File: config.mk
export PLATFORM = sky130hd
export DESIGN_NAME = xcf_config_forwarder
export DESIGN_NICKNAME = d
export VERILOG_FILES = /design/src/inc/xcf_pkg.sv /design/src/xcf_readback.sv /design/src/xcf_config_forwarder.sv
export VERILOG_INCLUDE_DIRS = /design/src /design/src/inc
export SDC_FILE = /design/constraint.sdc
export NUM_CORES = 1
export LEC_CHECK = 0
export BUFFER_PORTS_ARGS = -buffer_cell sky130_fd_sc_hd__buf_2
export CAP_MARGIN = 20
export CORE_MARGIN = 10
export CORE_UTILIZATION = 55
export CTS_BUF_LIST = sky130_fd_sc_hd__clkbuf_4 sky130_fd_sc_hd__clkbuf_8 sky130_fd_sc_hd__clkbuf_16
export DETAILED_ROUTE_END_ITERATION = 16
export GPL_ROUTABILITY_DRIVEN = 0
export PLACE_DENSITY = 0.79
export SLEW_MARGIN = 20
export SYNTH_ARGS = -nofsm -noshare
export SYNTH_HDL_FRONTEND = slang
export SYNTH_SLANG_ARGS = --single-unit
File: constraint.sdc
create_clock -name mclk -period 4.7 [get_ports mclk]
set_input_delay 1.41 -clock mclk [delete_from_list [all_inputs] [get_ports mclk]]
set_output_delay 1.41 -clock mclk [all_outputs]
set_load 0.02 [all_outputs]
File: src/inc/xcf_defines.svh
`ifndef XCF_DEFINES_SVH
`define XCF_DEFINES_SVH

// ----------------------------------------------------------------
// register offsets (byte addresses in configuration space)
// ----------------------------------------------------------------
`define XCF_ADDR_W            12
`define XCF_OFF_TARGET        12'h0a0
`define XCF_OFF_PAYLOAD       12'h0a4
`define XCF_OFF_RESULT        12'h0a8

// ----------------------------------------------------------------
// result register field positions
// ----------------------------------------------------------------
`define XCF_RES_BUSY_BIT      0
`define XCF_RES_DONE_BIT      1
`define XCF_RES_STATUS_LO     2
`define XCF_RES_STATUS_HI     4
`define XCF_RES_ABORTED_BIT   5
`define XCF_RES_CAPABLE_BIT   31

// ----------------------------------------------------------------
// target register writable bits, reset values
// ----------------------------------------------------------------
`define XCF_TARGET_WR_MASK    32'hcffffffc
`define XCF_TARGET_RESET      32'h0000_0000
`define XCF_PAYLOAD_RESET     32'h0000_0000
`define XCF_CAPABLE_DEFAULT   1'h1

// ----------------------------------------------------------------
// completion status codes
// ----------------------------------------------------------------
`define XCF_ST_SUCCESS        3'h0
`define XCF_ST_UNSUPPORTED    3'h1
`define XCF_ST_RETRY          3'h2
`define XCF_ST_COMPL_ABORT    3'h3
`define XCF_ST_REQ_ABORT      3'h4

`endif

File: src/inc/xcf_pkg.sv
package xcf_pkg;

    // control register image, msb first
    typedef struct packed {
        logic       accessDirection;
        logic       configAccessKind;
        logic [1:0] rsvdHi;
        logic [7:0] targetBusNumber;
        logic [4:0] targetSlotNumber;
        logic [2:0] targetFnNumber;
        logic [3:0] targetExtWordIndex;
        logic [5:0] targetWordIndex;
        logic [1:0] rsvdLo;
    } xcf_target_type;

    // register access from the configuration space decoder
    typedef struct packed {
        logic        valid;
        logic        write;
        logic [11:0] addr;
        logic [3:0]  byteEn;
        logic [31:0] wdata;
    } xcf_reg_req_type;

    // configuration request toward the far side of the bridge
    typedef struct packed {
        logic [7:0]  busNumber;
        logic [4:0]  slotNumber;
        logic [2:0]  fnNumber;
        logic [3:0]  extWordIndex;
        logic [5:0]  wordIndex;
        logic        kindType1;
        logic        isWrite;
        logic [3:0]  byteEn;
        logic [31:0] data;
    } xcf_far_req_type;

    // completion returned from the far side
    typedef struct packed {
        logic [2:0]  status;
        logic [31:0] data;
    } xcf_far_cpl_type;

    typedef enum logic [1:0] {
        XCF_IDLE,
        XCF_ISSUE,
        XCF_WAIT,
        XCF_DRAIN
    } xcf_phase_type;

endpackage

File: src/xcf_readback.sv
`timescale 1ns/100ps

`include "xcf_defines.svh"

// ----------------------------------------------------------------
// read-back multiplexer for the three forwarding registers
// ----------------------------------------------------------------
module xcf_readback #(
    parameter bit CAPABLE = `XCF_CAPABLE_DEFAULT
) (
    // lookup
    input  wire logic [11:0]             addr,
    // block state
    input  wire xcf_pkg::xcf_target_type target,
    input  wire logic [31:0]             payload,
    input  wire logic                    busy,
    input  wire logic                    done,
    input  wire logic [2:0]              status,
    input  wire logic                    aborted,
    // result
    output logic [31:0]                  rdValue
);

    logic [31:0] resultWord;

    always_comb begin
        resultWord = 32'h0000_0000;
        resultWord[`XCF_RES_BUSY_BIT] = busy;
        resultWord[`XCF_RES_DONE_BIT] = done;
        resultWord[`XCF_RES_STATUS_HI:`XCF_RES_STATUS_LO] = status;
        resultWord[`XCF_RES_ABORTED_BIT] = aborted;
        resultWord[`XCF_RES_CAPABLE_BIT] = CAPABLE;
    end

    always_comb begin
        rdValue = 32'h0000_0000;
        // without the feature everything reads zero
        if (CAPABLE) begin
            case (addr)
                `XCF_OFF_TARGET:  rdValue = target & `XCF_TARGET_WR_MASK;
                `XCF_OFF_PAYLOAD: rdValue = payload;
                `XCF_OFF_RESULT:  rdValue = resultWord;
                default:          rdValue = 32'h0000_0000;
            endcase
        end
    end

endmodule

File: src/xcf_config_forwarder.sv
`timescale 1ns/100ps

`include "xcf_defines.svh"

// How it works
// - function field goes into request function
// - slot field goes into request device
// - bus field goes into request bus
// - word and extended index form address
// - kind bit picks type 0 or 1
// - direction bit picks read or write
// - each payload write while not busy launches one transaction
// - write byte enables copied to request
// - write payload sent as request data
// - read ignores data, returns value later
// - busy high while transaction in progress
// - done set on completion, status valid
// - writing one clears done, aborts flight
// - status field holds last completion result
// - status codes zero through four defined
// - aborted flag holds until next launch
// - capability bit reads one when supported
// - unsupported build reads all fields zero
// - sticky fields survive hot reset
module xcf_config_forwarder #(
    parameter bit CAPABLE = `XCF_CAPABLE_DEFAULT
) (
    // clock and resets
    input  wire logic                     mclk,
    input  wire logic                     rst,
    input  wire logic                     porRst,
    input  wire logic                     ce,
    // configuration register access
    input  wire xcf_pkg::xcf_reg_req_type regReq,
    output logic                          rdValid,
    output logic [31:0]                   rdData,
    // request toward far side
    output logic                          reqValid,
    input  wire logic                     reqReady,
    output xcf_pkg::xcf_far_req_type      req,
    // completion from far side
    input  wire logic                     cplValid,
    input  wire xcf_pkg::xcf_far_cpl_type cpl,
    // status
    output logic                          busy
);

    typedef struct packed {
        xcf_pkg::xcf_phase_type   phase;
        xcf_pkg::xcf_target_type  target;
        logic [31:0]              payload;
        logic                     done;
        logic                     aborted;
        logic [2:0]               status;
        logic                     pending;
        xcf_pkg::xcf_far_req_type req;
        logic                     rdValid;
        logic [31:0]              rdData;
    } xcf_core_type;

    xcf_core_type cur_r;
    xcf_core_type cur_nxt;
    xcf_core_type hotVal;

    logic [31:0] byteMask;
    logic [31:0] rdValue;
    logic        busyNow;
    logic        wrTarget;
    logic        wrPayload;
    logic        wrResult;
    logic        trig;
    logic        abortReq;
    logic        cplTaken;
    logic        reqTaken;

    // ----------------------------------------------------------------
    // decode
    // ----------------------------------------------------------------
    genvar gi;
    generate
        for (gi = 0; gi < 4; gi++) begin : g_lane
            assign byteMask[gi*8 +: 8] = {8{regReq.byteEn[gi]}};
        end
    endgenerate

    // busy covers issue, wait and a launch queued behind a drain
    assign busyNow = (cur_r.phase == xcf_pkg::XCF_ISSUE)
                   || (cur_r.phase == xcf_pkg::XCF_WAIT) || cur_r.pending;
    assign wrTarget  = regReq.valid && regReq.write && (regReq.addr == `XCF_OFF_TARGET);
    assign wrPayload = regReq.valid && regReq.write && (regReq.addr == `XCF_OFF_PAYLOAD);
    assign wrResult  = regReq.valid && regReq.write && (regReq.addr == `XCF_OFF_RESULT);
    // a payload write while not busy (idle or drain) is a launch; while busy it is refused
    assign trig      = CAPABLE && wrPayload && !busyNow;
    // one to done while busy aborts the operation
    assign abortReq  = CAPABLE && wrResult && regReq.byteEn[0]
                     && regReq.wdata[`XCF_RES_DONE_BIT] && busyNow;
    assign cplTaken  = cplValid && (cur_r.phase == xcf_pkg::XCF_WAIT);
    assign reqTaken  = reqValid && reqReady;

    xcf_readback #(
        .CAPABLE (CAPABLE)
    ) u_readback (
        .addr    (regReq.addr),
        .target  (cur_r.target),
        .payload (cur_r.payload),
        .busy    (busyNow),
        .done    (cur_r.done),
        .status  (cur_r.status),
        .aborted (cur_r.aborted),
        .rdValue (rdValue)
    );

    // ----------------------------------------------------------------
    // next state
    // ----------------------------------------------------------------
    always_comb begin
        cur_nxt = cur_r;
        cur_nxt.rdValid = 1'b0;
        if (regReq.valid && !regReq.write) begin
            cur_nxt.rdValid = 1'b1;
            cur_nxt.rdData  = rdValue;
        end

        // target fields written under byte enables
        if (CAPABLE && wrTarget) begin
            cur_nxt.target = (cur_r.target & ~(byteMask & `XCF_TARGET_WR_MASK))
                           | (regReq.wdata & byteMask & `XCF_TARGET_WR_MASK);
        end

        // write one to done clears it
        if (wrResult && regReq.byteEn[0] && regReq.wdata[`XCF_RES_DONE_BIT]) begin
            cur_nxt.done = 1'b0;
        end

        // abort drops the request or discards its completion later
        if (abortReq) begin
            cur_nxt.status  = `XCF_ST_REQ_ABORT;
            cur_nxt.aborted = 1'b1;
            cur_nxt.pending = 1'b0;
            if (cur_r.phase == xcf_pkg::XCF_ISSUE && !reqReady) begin
                cur_nxt.phase = xcf_pkg::XCF_IDLE;
            end else if (cur_r.phase != xcf_pkg::XCF_IDLE) begin
                cur_nxt.phase = xcf_pkg::XCF_DRAIN;
            end
        end

        // snapshot the request at the launching write
        if (trig) begin
            cur_nxt.done             = 1'b0;
            // aborted flag cleared by the next launch
            cur_nxt.aborted          = 1'b0;
            cur_nxt.req.fnNumber     = cur_r.target.targetFnNumber;
            cur_nxt.req.slotNumber   = cur_r.target.targetSlotNumber;
            cur_nxt.req.busNumber    = cur_r.target.targetBusNumber;
            cur_nxt.req.wordIndex    = cur_r.target.targetWordIndex;
            cur_nxt.req.extWordIndex = cur_r.target.targetExtWordIndex;
            cur_nxt.req.kindType1    = cur_r.target.configAccessKind;
            cur_nxt.req.isWrite      = cur_r.target.accessDirection;
            cur_nxt.req.byteEn       = regReq.byteEn;
            cur_nxt.req.data         = cur_r.target.accessDirection ? regReq.wdata
                                                                    : 32'h0000_0000;
            // a read leaves the payload register alone
            if (cur_r.target.accessDirection) begin
                cur_nxt.payload = (cur_r.payload & ~byteMask) | (regReq.wdata & byteMask);
            end
            if (cur_r.phase == xcf_pkg::XCF_DRAIN) begin
                cur_nxt.pending = 1'b1;
            end else begin
                cur_nxt.phase = xcf_pkg::XCF_ISSUE;
            end
        end

        case (cur_r.phase)
            xcf_pkg::XCF_IDLE: begin
            end
            xcf_pkg::XCF_ISSUE: begin
                if (reqTaken && !abortReq) begin
                    cur_nxt.phase = xcf_pkg::XCF_WAIT;
                end
            end
            xcf_pkg::XCF_WAIT: begin
                // completion ends the transaction; set wins over clear
                if (cplValid) begin
                    cur_nxt.phase   = xcf_pkg::XCF_IDLE;
                    cur_nxt.done    = 1'b1;
                    cur_nxt.status  = cpl.status;
                    cur_nxt.aborted = (cpl.status == `XCF_ST_REQ_ABORT);
                    cur_nxt.pending = 1'b0;
                    // read data lands in the payload register
                    if (!cur_r.req.isWrite) begin
                        cur_nxt.payload = cpl.data;
                    end
                end
            end
            xcf_pkg::XCF_DRAIN: begin
                // stale completion of an aborted request is thrown away
                if (cplValid) begin
                    cur_nxt.phase   = (cur_nxt.pending) ? xcf_pkg::XCF_ISSUE
                                                        : xcf_pkg::XCF_IDLE;
                    cur_nxt.pending = 1'b0;
                end
            end
            default: begin
                cur_nxt.phase = xcf_pkg::XCF_IDLE;
            end
        endcase
    end

    // ----------------------------------------------------------------
    // hot reset image
    // ----------------------------------------------------------------
    // sticky fields kept, the rest returns to defaults
    always_comb begin
        hotVal = '0;
        hotVal.target                 = cur_r.target;
        hotVal.target.configAccessKind = 1'b0;
        hotVal.payload                = cur_r.payload;
        hotVal.done                   = cur_r.done;
    end

    // ----------------------------------------------------------------
    // state register
    // ----------------------------------------------------------------
    always_ff @(posedge mclk) begin
        if (porRst) begin
            cur_r <= '0;
        end else if (rst) begin
            cur_r <= hotVal;
        end else if (ce) begin
            cur_r <= cur_nxt;
        end
    end

    // ----------------------------------------------------------------
    // outputs
    // ----------------------------------------------------------------
    assign reqValid = (cur_r.phase == xcf_pkg::XCF_ISSUE);
    assign req      = cur_r.req;
    assign rdValid  = cur_r.rdValid;
    assign rdData   = cur_r.rdData;
    assign busy     = busyNow;
endmodule

==> results of run 1 <==
## synth_stat cells (2+ instances only)
cell	instances	share of area
nand4_2	4	0.0064
ha_1	4	0.0064
a22o_1	2	0.0022
and2_1	33	0.026
o31ai_1	2	0.0019
o21bai_1	2	0.0019
o21ai_0	29	0.018
o21ai_1	7	0.0045
nand2b_1	6	0.0048
nor4b_4	2	0.0060
nand2_1	140	0.067
a31oi_1	2	0.0016
mux2i_1	64	0.082
nor3_1	3	0.0019
nand3_1	39	0.025
buf_4	99	0.095
nor2_1	43	0.021
a22oi_1	63	0.060
and3_1	2	0.0016
dfxtp_1	165	0.42
clkbuf_1	51	0.024
or2_2	2	0.0016
a21oi_1	73	0.046
nor2b_1	3	0.0024
buf_2	8	0.0051
nor4_4	4	0.011
inv_1	6	0.0029
o22ai_1	34	0.027
## metrics by stage
step / total power (W) / hold slack (ns)
final: 0.00296 / 0.448
after floorplan: 0.00149 / 0.426
after detailed placement: 0.00157 / 0.438
after global routing: 0.00304 / 0.468
after CTS: 0.00296 / 0.447
after global placement: 0.00157 / 0.433
## layer usage
metal  vias up  wire length, um
met2       307            10800
met1      3279             9920
met3        31             1930
li1       3216                -
met4         0              413
met5         -                0
## worst min-delay path, delay by kind of cell, from the launching register on
kind             cells  cell delay (ns)
AO/OA/AOI/OAI        1             0.05
AND/OR/NAND/NOR      1             0.05
flip-flops           1             0.31
## final timing paths
check	end	slack (ns)	cells past startpoint
setup / recovery	rdData[27]$_SDFFE_PP0P_	1.29	6
hold reg to reg	rdData[18]$_SDFFE_PP0P_	0.45	2
hold / removal	rdData[18]$_SDFFE_PP0P_	0.45	2
setup reg to reg	req[1]$_SDFFE_PP0P_	1.65	8
## layout make-up
class / instances / area (um^2) / share of cell area
antenna: 1 / 2.50 / 0.000284
clock buffer: 22 / 482 / 0.0547
clock inverter: 10 / 120 / 0.0136
inverter: 6 / 22.5 / 0.00256
multi-input combinational: 584 / 3590 / 0.408
sequential: 165 / 3300 / 0.375
tap: 180 / 225 / 0.0256
timing repair buffer: 202 / 1060 / 0.120
## power breakdown
group / leakage [nW] / switching (W) / internal (W) / total (W)
Combinational: 1.96 / 0.0000947 / 0.0000464 / 0.000141
Sequential: 1.33 / 0.000000100 / 0.00140 / 0.00140
Clock: 0.282 / 0.000577 / 0.000839 / 0.00142
Total: 3.57 / 0.000672 / 0.00228 / 0.00296
## cell usage in the layout, fill, tap and decap left out, types with 2 or more instances in the layout
master	count
o21ai_1	7
nand3_1	38
buf_2	189
o31ai_1	2
nand2b_1	5
bufinv_16	2
inv_1	6
dfxtp_1	164
nor3_4	2
mux2i_1	64
nand3_2	2
clkbuf_16	17
nor3_1	2
a22o_1	2
clkbuf_8	3
clkbuf_4	2
nor4_4	4
buf_4	12
nor2_1	42
a31oi_1	2
ha_1	4
or2_2	2
and3_2	2
a22oi_1	63
nor4b_4	2
clkinvlp_4	5
o22ai_1	34
a21oi_1	73
o21ai_0	29
nand4_2	4
and2_1	33
inv_6	2
nor2b_1	2
nand2_1	140
## kinds of logic (layout without fill, tap and decap cells)
| kind of cell | Yosys count | after routing | synth area share |
|---|---|---|---|
| AO/OA/AOI/OAI | 221 | 221 | 0.174 |
| adder cells (fa/ha/maj) | 4 | 4 | 0.00637 |
| buffers and inverters | 164 | 240 | 0.127 |
| flip-flops | 165 | 165 | 0.420 |
| multiplexers | 64 | 64 | 0.0815 |
| other | 0 | 1 | 0 |
| AND/OR/NAND/NOR | 295 | 295 | 0.192 |
==> key figures, run 1 <==
Setup path
  • Maximum fanout along the worst path: 23
  • Req. time, crit path: ~5.0 ns
  • Critical Path Max Stage Delay: around 0.65 ns
  • Origin of the critical flop-to-flop path: cur_r[167]$_SDFFE_PP0P_
  • CP arrival: 3.74 ns
  • CP Launch Type: primary input
  • Worst Setup SP: regReq[37]
  • Slowest CP cell: nand2_1
  • Delay-heaviest family, CP: simple AND/OR/NAND/NOR gates
  • Critical path class: primary input to register
  • Critical path endpoint category: register
  • CP Cell Sequence: buf_2 > nor4b_4 > nand3_2 > a211oi_4 > nand2_1 > o21ai_0
  • WP buf/inv: 1

Timing
  • Setup_tns: 0 ns
  • Number of setup violations in the final report: 0
  • FMAX: a little under 0.3 GHz
  • RSZ-0062 raised after global routing: false
  • Skew final: 0.00996 ns
  • Worst slew margin: 0.352
  • Worst-margin pin slew: roughly 0.97 ns
  • Tcrit/Tclk final: 0.726
  • Slew Limit Fails: 0
  • Post-route minimum period: between 3 and 4 ns
  • Final hold vios: 0
  • Setup ws final: 1.29 ns

CTS
  • Clk root buf: clkbuf_16
  • Clock Latency Late Sink: 0.43 ns
  • Clock Path Buffers: 2
  • H-Tree Depth: 4
  • Hold buffer count at cts: 0
  • Postcts setup bufs: 0
  • # resized after CTS: 0
  • Num CTS Buffers: 17
  • CTS Sinks: approximately 170
  • TritonCTS clock tree: yes
  • Clock slew seen by the registers of the worst setup and hold paths: ~0.060 ns

Worst hold path
  • Min-Delay Path Class: register to register
  • Hold Startpoint: rdData[18]$_SDFFE_PP0P_

Final layout
  • Final Cell Area: 8810 um^2
  • Fraction of layout instances using a drive strength above 1: 0.266
  • Util after Layout: 0.632
  • Layout Cells excl Fill: 1,170
  • Fill cells: roughly 1.2k
  • Final nets: between 1k and 1.5k
  • P&R area growth vs syn: 12.0%

GRT
  • GRT met2 Usage: 0.356
  • Initial antenna violation count: 1
  • M3 GR Usage: 0.0670
  • Pin count of the biggest net entering global routing: 78
  • Global Route Usage Sum: 0.225
  • Grt ovf: 0
  • Number of global-route vias before repair: 6,670
  • First-pass GRT wire length: around 36 mm
  • GRT Max-Usage Layer: met2
  • Met1 Use GR: 0.289

Floorplan
  • Core ar.: around 14,000 um^2
  • Die width: approximately 140 um
  • Die Height: around 140 um
  • Die ar.: slightly below 20,000 um^2
  • Rows: between 40 and 50
  • Starting Density: 0.564
  • I/O Pins: 190

Placement
  • Half-perimeter wire length after placement: roughly 16 mm
  • Placed Instances: ~1.1k
  • Post-DP Area: roughly 8000 um^2
  • Worst slack, placed: approximately 0.9 ns
  • Count of port buffers added during placement: between 150 and 200

Logic synthesis
  • Post-synth ARST share: 0
  • Cell variety after synth: a little under 50
  • Yosys synthesis warning count: 0
  • Cell Area, Synth: just under 8000 um^2
  • Gate Count Post-Synth: a little over 900
  • Mapped Avg Cell Area: 8.61 um^2
  • Most used DFF post-synth: dfxtp_1
  • EDFF count, synth: 0
  • Number of synthesized register bits: ~170
  • Syn_nets: approximately 1k
  • Sequential area share after synthesis: 0.420

Detailed routing
  • Drt initial violations: 566
  • Drc violations: 0
  • Drt first pass iters: 7
  • Routed WL: about 23 mm
  • DRT antenna net count: 0
  • Routed vias/inst: between 5 and 6
  • DR vias: a little under 7k
  • Drt wl/cell: approximately 20 um

Job
  • Max Cap Violations: 0

Power
  • Leakage: between 3 and 4 nW
  • Worst VDD drop: roughly 0.25 mV
  • Power density cells: between 300 and 400 nW/um^2

Outcome
  • Outcome: finished clean
Power figures use the tool's default switching activity.
==> run 2: changes to the inputs <==
Settings changed: CORE_UTILIZATION 55 to 49, PLACE_DENSITY 0.79 to 0.74.
Clock period 4.7 ns to 3 ns, I/O delays scaled along.
==> run 2 against run 1 <==
- clock skew is 0.0028 ns higher
- flip-flop and latch count is the same
- cell count is 4.8% higher
- core utilization decreased by 6.2 points
- count of clock-buffer cells in the layout shrank 4
- first-iteration DRC count down 20%
- combinational power up 66%
- largest power group unchanged
- non-clock buffer count rose by 18
- die area increased by 10%
==> key figures, run 2 (synthesized netlist as in run 1, its figures left out) <==
Outcome
  • Outcome: finished clean

Floorplan
  • Rows: 46 (+7.0%)
  • I/O Pins: 190 (unchanged)
  • Core ar.: 15,800 um^2 (+14%)
  • Die ar.: 21,500 um^2 (+10%)
  • Starting Density: 0.497 (-0.0675)
  • Die Height: 147 um (+5.1%)
  • Die width: 147 um (+5.1%)

Setup path
  • CP Cell Sequence: inv_1 > ha_1 > or2_1 > buf_2
  • Maximum fanout along the worst path: 4 (-83%)
  • End of the worst register-to-register path: cur_r[124]$_SDFFE_PP0P_
  • CP Launch Type: register
  • Worst reg2reg setup slack: 0.39 ns (-1.26 ns)
  • Origin of the critical flop-to-flop path: cur_r[167]$_SDFFE_PP0P_
  • Slowest CP cell: dfxtp_1
  • CP arrival: 1.72 ns (-2.02 ns)
  • Critical path class: register to output port
  • Worst Reg2Reg Path Length in Cells: 7 (-1)
  • Delay-heaviest family, CP: flip-flops
  • Req. time, crit path: 2.10 ns (-2.92 ns)
  • Critical path endpoint category: output port
  • WP buf/inv: 2 (+1)
  • Critical Path Max Stage Delay: 0.37 ns (-0.28 ns)

CTS
  • Clock Latency Late Sink: 0.43 ns (about the same)
  • Num CTS Buffers: 17 (unchanged)
  • H-Tree Depth: 4 (unchanged)
  • TritonCTS clock tree: yes
  • Hold buffer count at cts: 0 (unchanged)
  • Clock Path Buffers: 2 (unchanged)
  • CTS Sinks: 165 (unchanged)
  • # resized after CTS: 0 (unchanged)
  • Clock slew seen by the registers of the worst setup and hold paths: 0.06 ns (about the same)
  • Clk root buf: clkbuf_16
  • Postcts setup bufs: 0 (unchanged)

Detailed routing
  • DRT antenna net count: 0 (unchanged)
  • Drc violations: 0 (unchanged)
  • Routed WL: 22.9 mm (-0.52%)
  • Routed vias/inst: 5.53 (-5.3%)
  • Drt first pass iters: 8 (+1)
  • Drt initial violations: 454 (-20%)
  • DR vias: 6,782 (-0.75%)
  • Drt wl/cell: 18.7 um (-5.1%)

Timing
  • Post-route minimum period: between 2 and 3 ns
  • Final hold vios: 0 (unchanged)
  • Skew final: 0.0128 ns (+0.00280 ns)
  • RSZ-0062 raised after global routing: false
  • FMAX: between 0.3 and 0.4 GHz
  • Number of setup violations in the final report: 0 (unchanged)
  • Worst-margin pin slew: 0.644 ns (-0.329 ns)
  • Slew Limit Fails: 0 (unchanged)
  • Tcrit/Tclk final: 0.875
  • Setup_tns: 0 ns (unchanged)
  • Worst slew margin: 0.571 (+0.219)

Final layout
  • Fraction of layout instances using a drive strength above 1: 0.279 (+0.0131)
  • P&R area growth vs syn: 14.8%
  • Most common cell after layout, fill and taps aside: buf_2
  • Commonest cells after routing, fill and taps aside: 189 x buf_2, 164 x dfxtp_1, 140 x nand2_1
  • Util after Layout: 0.570 (-0.0621)
  • Area occupied by multi-input gates: 3600 um^2 (about the same)
  • Final nets: 1,089 (+1.7%)
  • Fill cells: 1,441 (+16%)
  • Sequential cell area: 3300 um^2 (unchanged)

Placement
  • Half-perimeter wire length after placement: 16.3 mm (+5.4%)
  • Count of port buffers added during placement: 189 (unchanged)

Power
  • Logic gate share of total power: 0.050 (+0.002)
  • Power density cells: 516 nW/um^2 (+54%)
  • Leakage: 3.69 nW (+3.1%)
  • Sequential power share: 0.471 (-0.002)
  • Internal Power: 0.00355 W (+55%)
  • Net switching power: 0.00111 W (+65%)
  • Net Sw Frac: 0.238 (+0.0103)
  • Worst VDD drop: 0.410 mV (+62%)
  • Clk pwr share: 0.479 (about the same)

Job
  • Max Cap Violations: 0 (unchanged)

GRT
  • First-pass GRT wire length: 36.2 mm (+0.19%)
  • Pin count of the biggest net entering global routing: 58 (-26%)
  • Initial antenna violation count: 2 (+1)
  • Grt ovf: 0 (unchanged)
  • Global Route Usage Sum: 0.206 (-0.0198)
  • Number of global-route vias before repair: 6,699 (+0.43%)

Worst hold path
  • Min-Delay Path Class: register to register
  • Hold path depth: 2 (unchanged)
  • Hold Startpoint: req[4]$_SDFFE_PP0P_
  • Hold EP: req[4]$_SDFFE_PP0P_
run 2: layout make-up:
| class | count | area share |
|---|---|---|
| Sequential cell | 165 | 0.366 |
| Clock inverter | 14 | 0.0182 |
| Antenna cell | 3 | 0.000832 |
| Timing Repair Buffer | 220 | 0.135 |
| Inverter | 6 | 0.00250 |
| Tap cell | 216 | 0.0300 |
| Multi-Input combinational cell | 584 | 0.399 |
| Clock buffer | 18 | 0.0487 |
run 2: metrics by stage:
| step | instances | setup WS (ns) | area [um^2] | total power, W | hold slack (ns) |
|---|---|---|---|---|---|
| finish | 1226 | 0.376 | 9020 | 0.00465 | 0.446 |
| global route | 1224 | 0.281 | 9010 | 0.00479 | 0.469 |
| CTS | 1223 | 0.382 | 9010 | 0.00468 | 0.449 |
| detailed placement | 1191 | 0.192 | 8410 | 0.00247 | 0.437 |
| global placement | 1191 | 0.274 | 8410 | 0.00247 | 0.432 |
| floorplan | 913 | 0.482 | 7860 | 0.00234 | 0.426 |
run 2: layer usage:
layer | vias to the layer above | GRT usage | share of wire | wire [um]
li1 | 3257 | - | - | -
met1 | 3218 | 0.260 | 0.42 | 9730
met2 | 278 | 0.329 | 0.48 | 10900
met3 | 29 | 0.0593 | 0.083 | 1910
met4 | 0 | 0.0686 | 0.015 | 352
met5 | - | 0 | 0 | 0
run 2: worst reg2reg max path: stages, from the launching register on:
cell and delay, ns:
dfxtp_1 0.37, inv_1 0.11, ha_1 0.31, or2_1 0.31, nor3_4 0.51, nand4_2 0.45, mux2i_1 0.30, o22ai_1 0.11
run 2: worst max-delay path by stage:
stage	start	end	cells past startpoint
final	cur_r[167]$_SDFFE_PP0P_	busy	4
after global routing	cur_r[167]$_SDFFE_PP0P_	cur_r[126]$_SDFFE_PP0P_	7
after CTS	cur_r[167]$_SDFFE_PP0P_	busy	4
after detailed placement	regReq[37]	cur_r[124]$_SDFFE_PP0P_	6
after global placement	regReq[37]	cur_r[126]$_SDFFE_PP0P_	6
after floorplan	regReq[37]	register	5
run 2: power by group through the flow:
stage | clock network, W | registers, W | logic (W)
floorplan | 0 | 0.00224 | 0.0000961
global placement | 0 | 0.00224 | 0.000230
detailed placement | 0 | 0.00224 | 0.000230
CTS | 0.00226 | 0.00219 | 0.000231
global route | 0.00235 | 0.00219 | 0.000249
finish | 0.00223 | 0.00219 | 0.000234
==> run 3: changes to the inputs <==
Settings changed: CTS_BUF_LIST sky130_fd_sc_hd__clkbuf_4 sky130_fd_sc_hd__clkbuf_8 sky130_fd_sc_hd__clkbuf_16 to sky130_fd_sc_hd__clkbuf_16, GPL_TIMING_DRIVEN set to 0.
==> run 3 against run 2 <==
- count of clock-buffer cells in the layout down 1
- clock skew down 0.0050 ns
- worst setup slack worse by 0.29 ns
- first-iteration DRC count up 23%
- cell count up 10%
- core utilization up 4.8 points
- wire length up 9.1%
- cell area up 8.4%
- critical endpoint is now req[52]$_SDFFE_PP0P_
- highest routed layer unchanged
==> key figures, run 3 (synthesized netlist as in run 1, its figures left out) <==
Outcome
  • Outcome: finished clean

Setup path
  • Maximum fanout along the worst path: 10 (+6)
  • Req. time, crit path: 3.36 ns (+1.26 ns)
  • Critical path class: register to register
  • Slowest CP cell: nor3_4
  • CP Cell Sequence: inv_1 > ha_1 > or2_1 > clkbuf_1 > nor3_4 > and3_1 > buf_2 > buf_2 > nand2_1 > a21oi_1
  • WP buf/inv: 4 (+2)
  • Critical Path Max Stage Delay: 0.52 ns (+0.15 ns)
  • Delay-heaviest family, CP: simple AND/OR/NAND/NOR gates
  • CP arrival: 3.27 ns (+1.55 ns)
  • Critical path endpoint category: register
  • Most used cell, CP: buf_2
  • CP Launch Type: register

GRT
  • Pin count of the biggest net entering global routing: 17 (-71%)
  • Number of global-route vias before repair: 7,126 (+6.4%)
  • Grt ovf: 0 (unchanged)
  • Initial antenna violation count: 1 (-1)
  • Global Route Usage Sum: 0.227 (+0.0214)
  • First-pass GRT wire length: 39.1 mm (+7.9%)

Timing
  • RSZ-0062 raised after global routing: false
  • Setup_tns: 0 ns (unchanged)
  • Number of setup violations in the final report: 0 (unchanged)
  • Final hold vios: 0 (unchanged)
  • Skew final: 0.00779 ns (-0.00497 ns)
  • FMAX: 0.344 GHz (-9.9%)
  • Tcrit/Tclk final: 0.970 (+0.0957)
  • Worst-margin pin slew: 0.840 ns (+0.196 ns)
  • Worst slew margin: 0.436 (-0.135)
  • Post-route minimum period: 2.91 ns (+0.287 ns)
  • Slew Limit Fails: 0 (unchanged)
  • Setup ws final: 0.0890 ns (-0.287 ns)

CTS
  • Clock Latency Late Sink: 0.44 ns (about the same)
  • TritonCTS clock tree: yes
  • Num CTS Buffers: 17 (unchanged)
  • Clock Path Buffers: 2 (unchanged)
  • CTS Sinks: 165 (unchanged)
  • Postcts setup bufs: 0 (unchanged)
  • Clock slew seen by the registers of the worst setup and hold paths: 0.07 ns (about the same)
  • H-Tree Depth: 4 (unchanged)
  • Clk root buf: clkbuf_16

Detailed routing
  • Drt first pass iters: 5 (-3)
  • DRT antenna net count: 0 (unchanged)
  • Routed vias/inst: 5.41 (-2.3%)
  • Routed WL: 25.0 mm (+9.1%)
  • Drt initial violations: 559 (+23%)
  • Drt wl/cell: 18.5 um (-1.1%)
  • Drc violations: 0 (unchanged)
  • DR vias: 7,309 (+7.8%)

Final layout
  • Util after Layout: 0.618 (+0.0480)
  • Most common cell after layout, fill and taps aside: buf_2
  • Final nets: 1,215 (+12%)
  • Commonest cells after routing, fill and taps aside: 196 x buf_2, 165 x dfxtp_1, 140 x nand2_1
  • Fraction of layout instances using a drive strength above 1: 0.308 (+0.0290)
  • P&R area growth vs syn: 24.4%
  • Fill cells: 1,367 (-5.1%)

Floorplan
  • Rows: 46 (unchanged)
  • Starting Density: 0.497 (unchanged)
  • I/O Pins: 190 (unchanged)
  • Die Height: 147 um (unchanged)
  • Core ar.: 15,800 um^2 (unchanged)
  • Die width: 147 um (unchanged)
  • Die ar.: 21,500 um^2 (unchanged)

Placement
  • Half-perimeter wire length after placement: 18.4 mm (+13%)
  • Count of port buffers added during placement: 188 (-0.53%)
  • Worst slack, placed: -0.237 ns (-0.429 ns)

Power
  • Power density cells: 512 nW/um^2 (-0.70%)
  • Leakage: 4.19 nW (+14%)
  • Worst VDD drop: 0.399 mV (-2.7%)

Job
  • Max Cap Violations: 0 (unchanged)

Worst hold path
  • Min-Delay Path Class: register to register
==> run 3: where the power goes <==
group / switching (W) / internal (W)
Combinational: 0.000158 / 0.0000754
Sequential: 0.000000183 / 0.00219
Clock: 0.000933 / 0.00165
Total: 0.00109 / 0.00392
==> run 3: final cells by class <==
cell class	instances	area (um^2)	share of cell area
Multi-Input combinational cell	584	3560	0.365
Timing Repair Buffer	188	941	0.0962
Buffer	158	975	0.0997
Antenna cell	3	7.51	0.000768
Sequential cell	165	3300	0.338
Clock inverter	15	270	0.0276
Clock buffer	17	425	0.0435
Tap cell	216	270	0.0276
Inverter	6	22.5	0.00230
==> run 3: metrics by stage <==
step / hold slack [ns] / instance area, um^2 / cells / power, W
2_1_floorplan: 0.426 / 7860 / 913 / 0.00234
3_3_place_gp: 0.437 / 9070 / 1317 / 0.00247
3_5_place_dp: 0.444 / 9070 / 1317 / 0.00247
4_1_cts: 0.453 / 9770 / 1349 / 0.00501
5_1_grt: 0.472 / 9770 / 1350 / 0.00513
6_report: 0.451 / 9780 / 1352 / 0.00501
==> run 3: what timing repair did <==
item | in CTS | in global routing
hold buffers | 0 | 0
endpoints found under the setup margin | 0 | 60
gates resized for setup | 0 | 1
==> run 3: path summary, 6_finish.rpt <==
| kind | slack, ns | cells after the start | end | startpoint |
|---|---|---|---|---|
| hold reg to reg | 0.45 | 2 | req[24]$_SDFFE_PP0P_ | req[24]$_SDFFE_PP0P_ |
| setup / recovery | 0.09 | 10 | req[52]$_SDFFE_PP0P_ | cur_r[167]$_SDFFE_PP0P_ |
| hold / removal | 0.45 | 2 | req[24]$_SDFFE_PP0P_ | req[24]$_SDFFE_PP0P_ |
| setup reg to reg | 0.09 | 10 | req[52]$_SDFFE_PP0P_ | cur_r[167]$_SDFFE_PP0P_ |
==> run 3: worst register-to-register path: stages (launching register included) <==
cell	delay [ns]
dfxtp_1	0.38
inv_1	0.11
ha_1	0.32
or2_1	0.21
clkbuf_1	0.17
nor3_4	0.52
and3_1	0.24
buf_2	0.32
buf_2	0.33
nand2_1	0.11
a21oi_1	0.13
==> run 3: per-layer routing <==
layer | track usage | part of all wire | vias to the layer above
li1 | - | - | 3516
met1 | 0.280 | 0.42 | 3420
met2 | 0.374 | 0.48 | 323
met3 | 0.0596 | 0.077 | 50
met4 | 0.0776 | 0.024 | 0
met5 | 0 | 0 | -
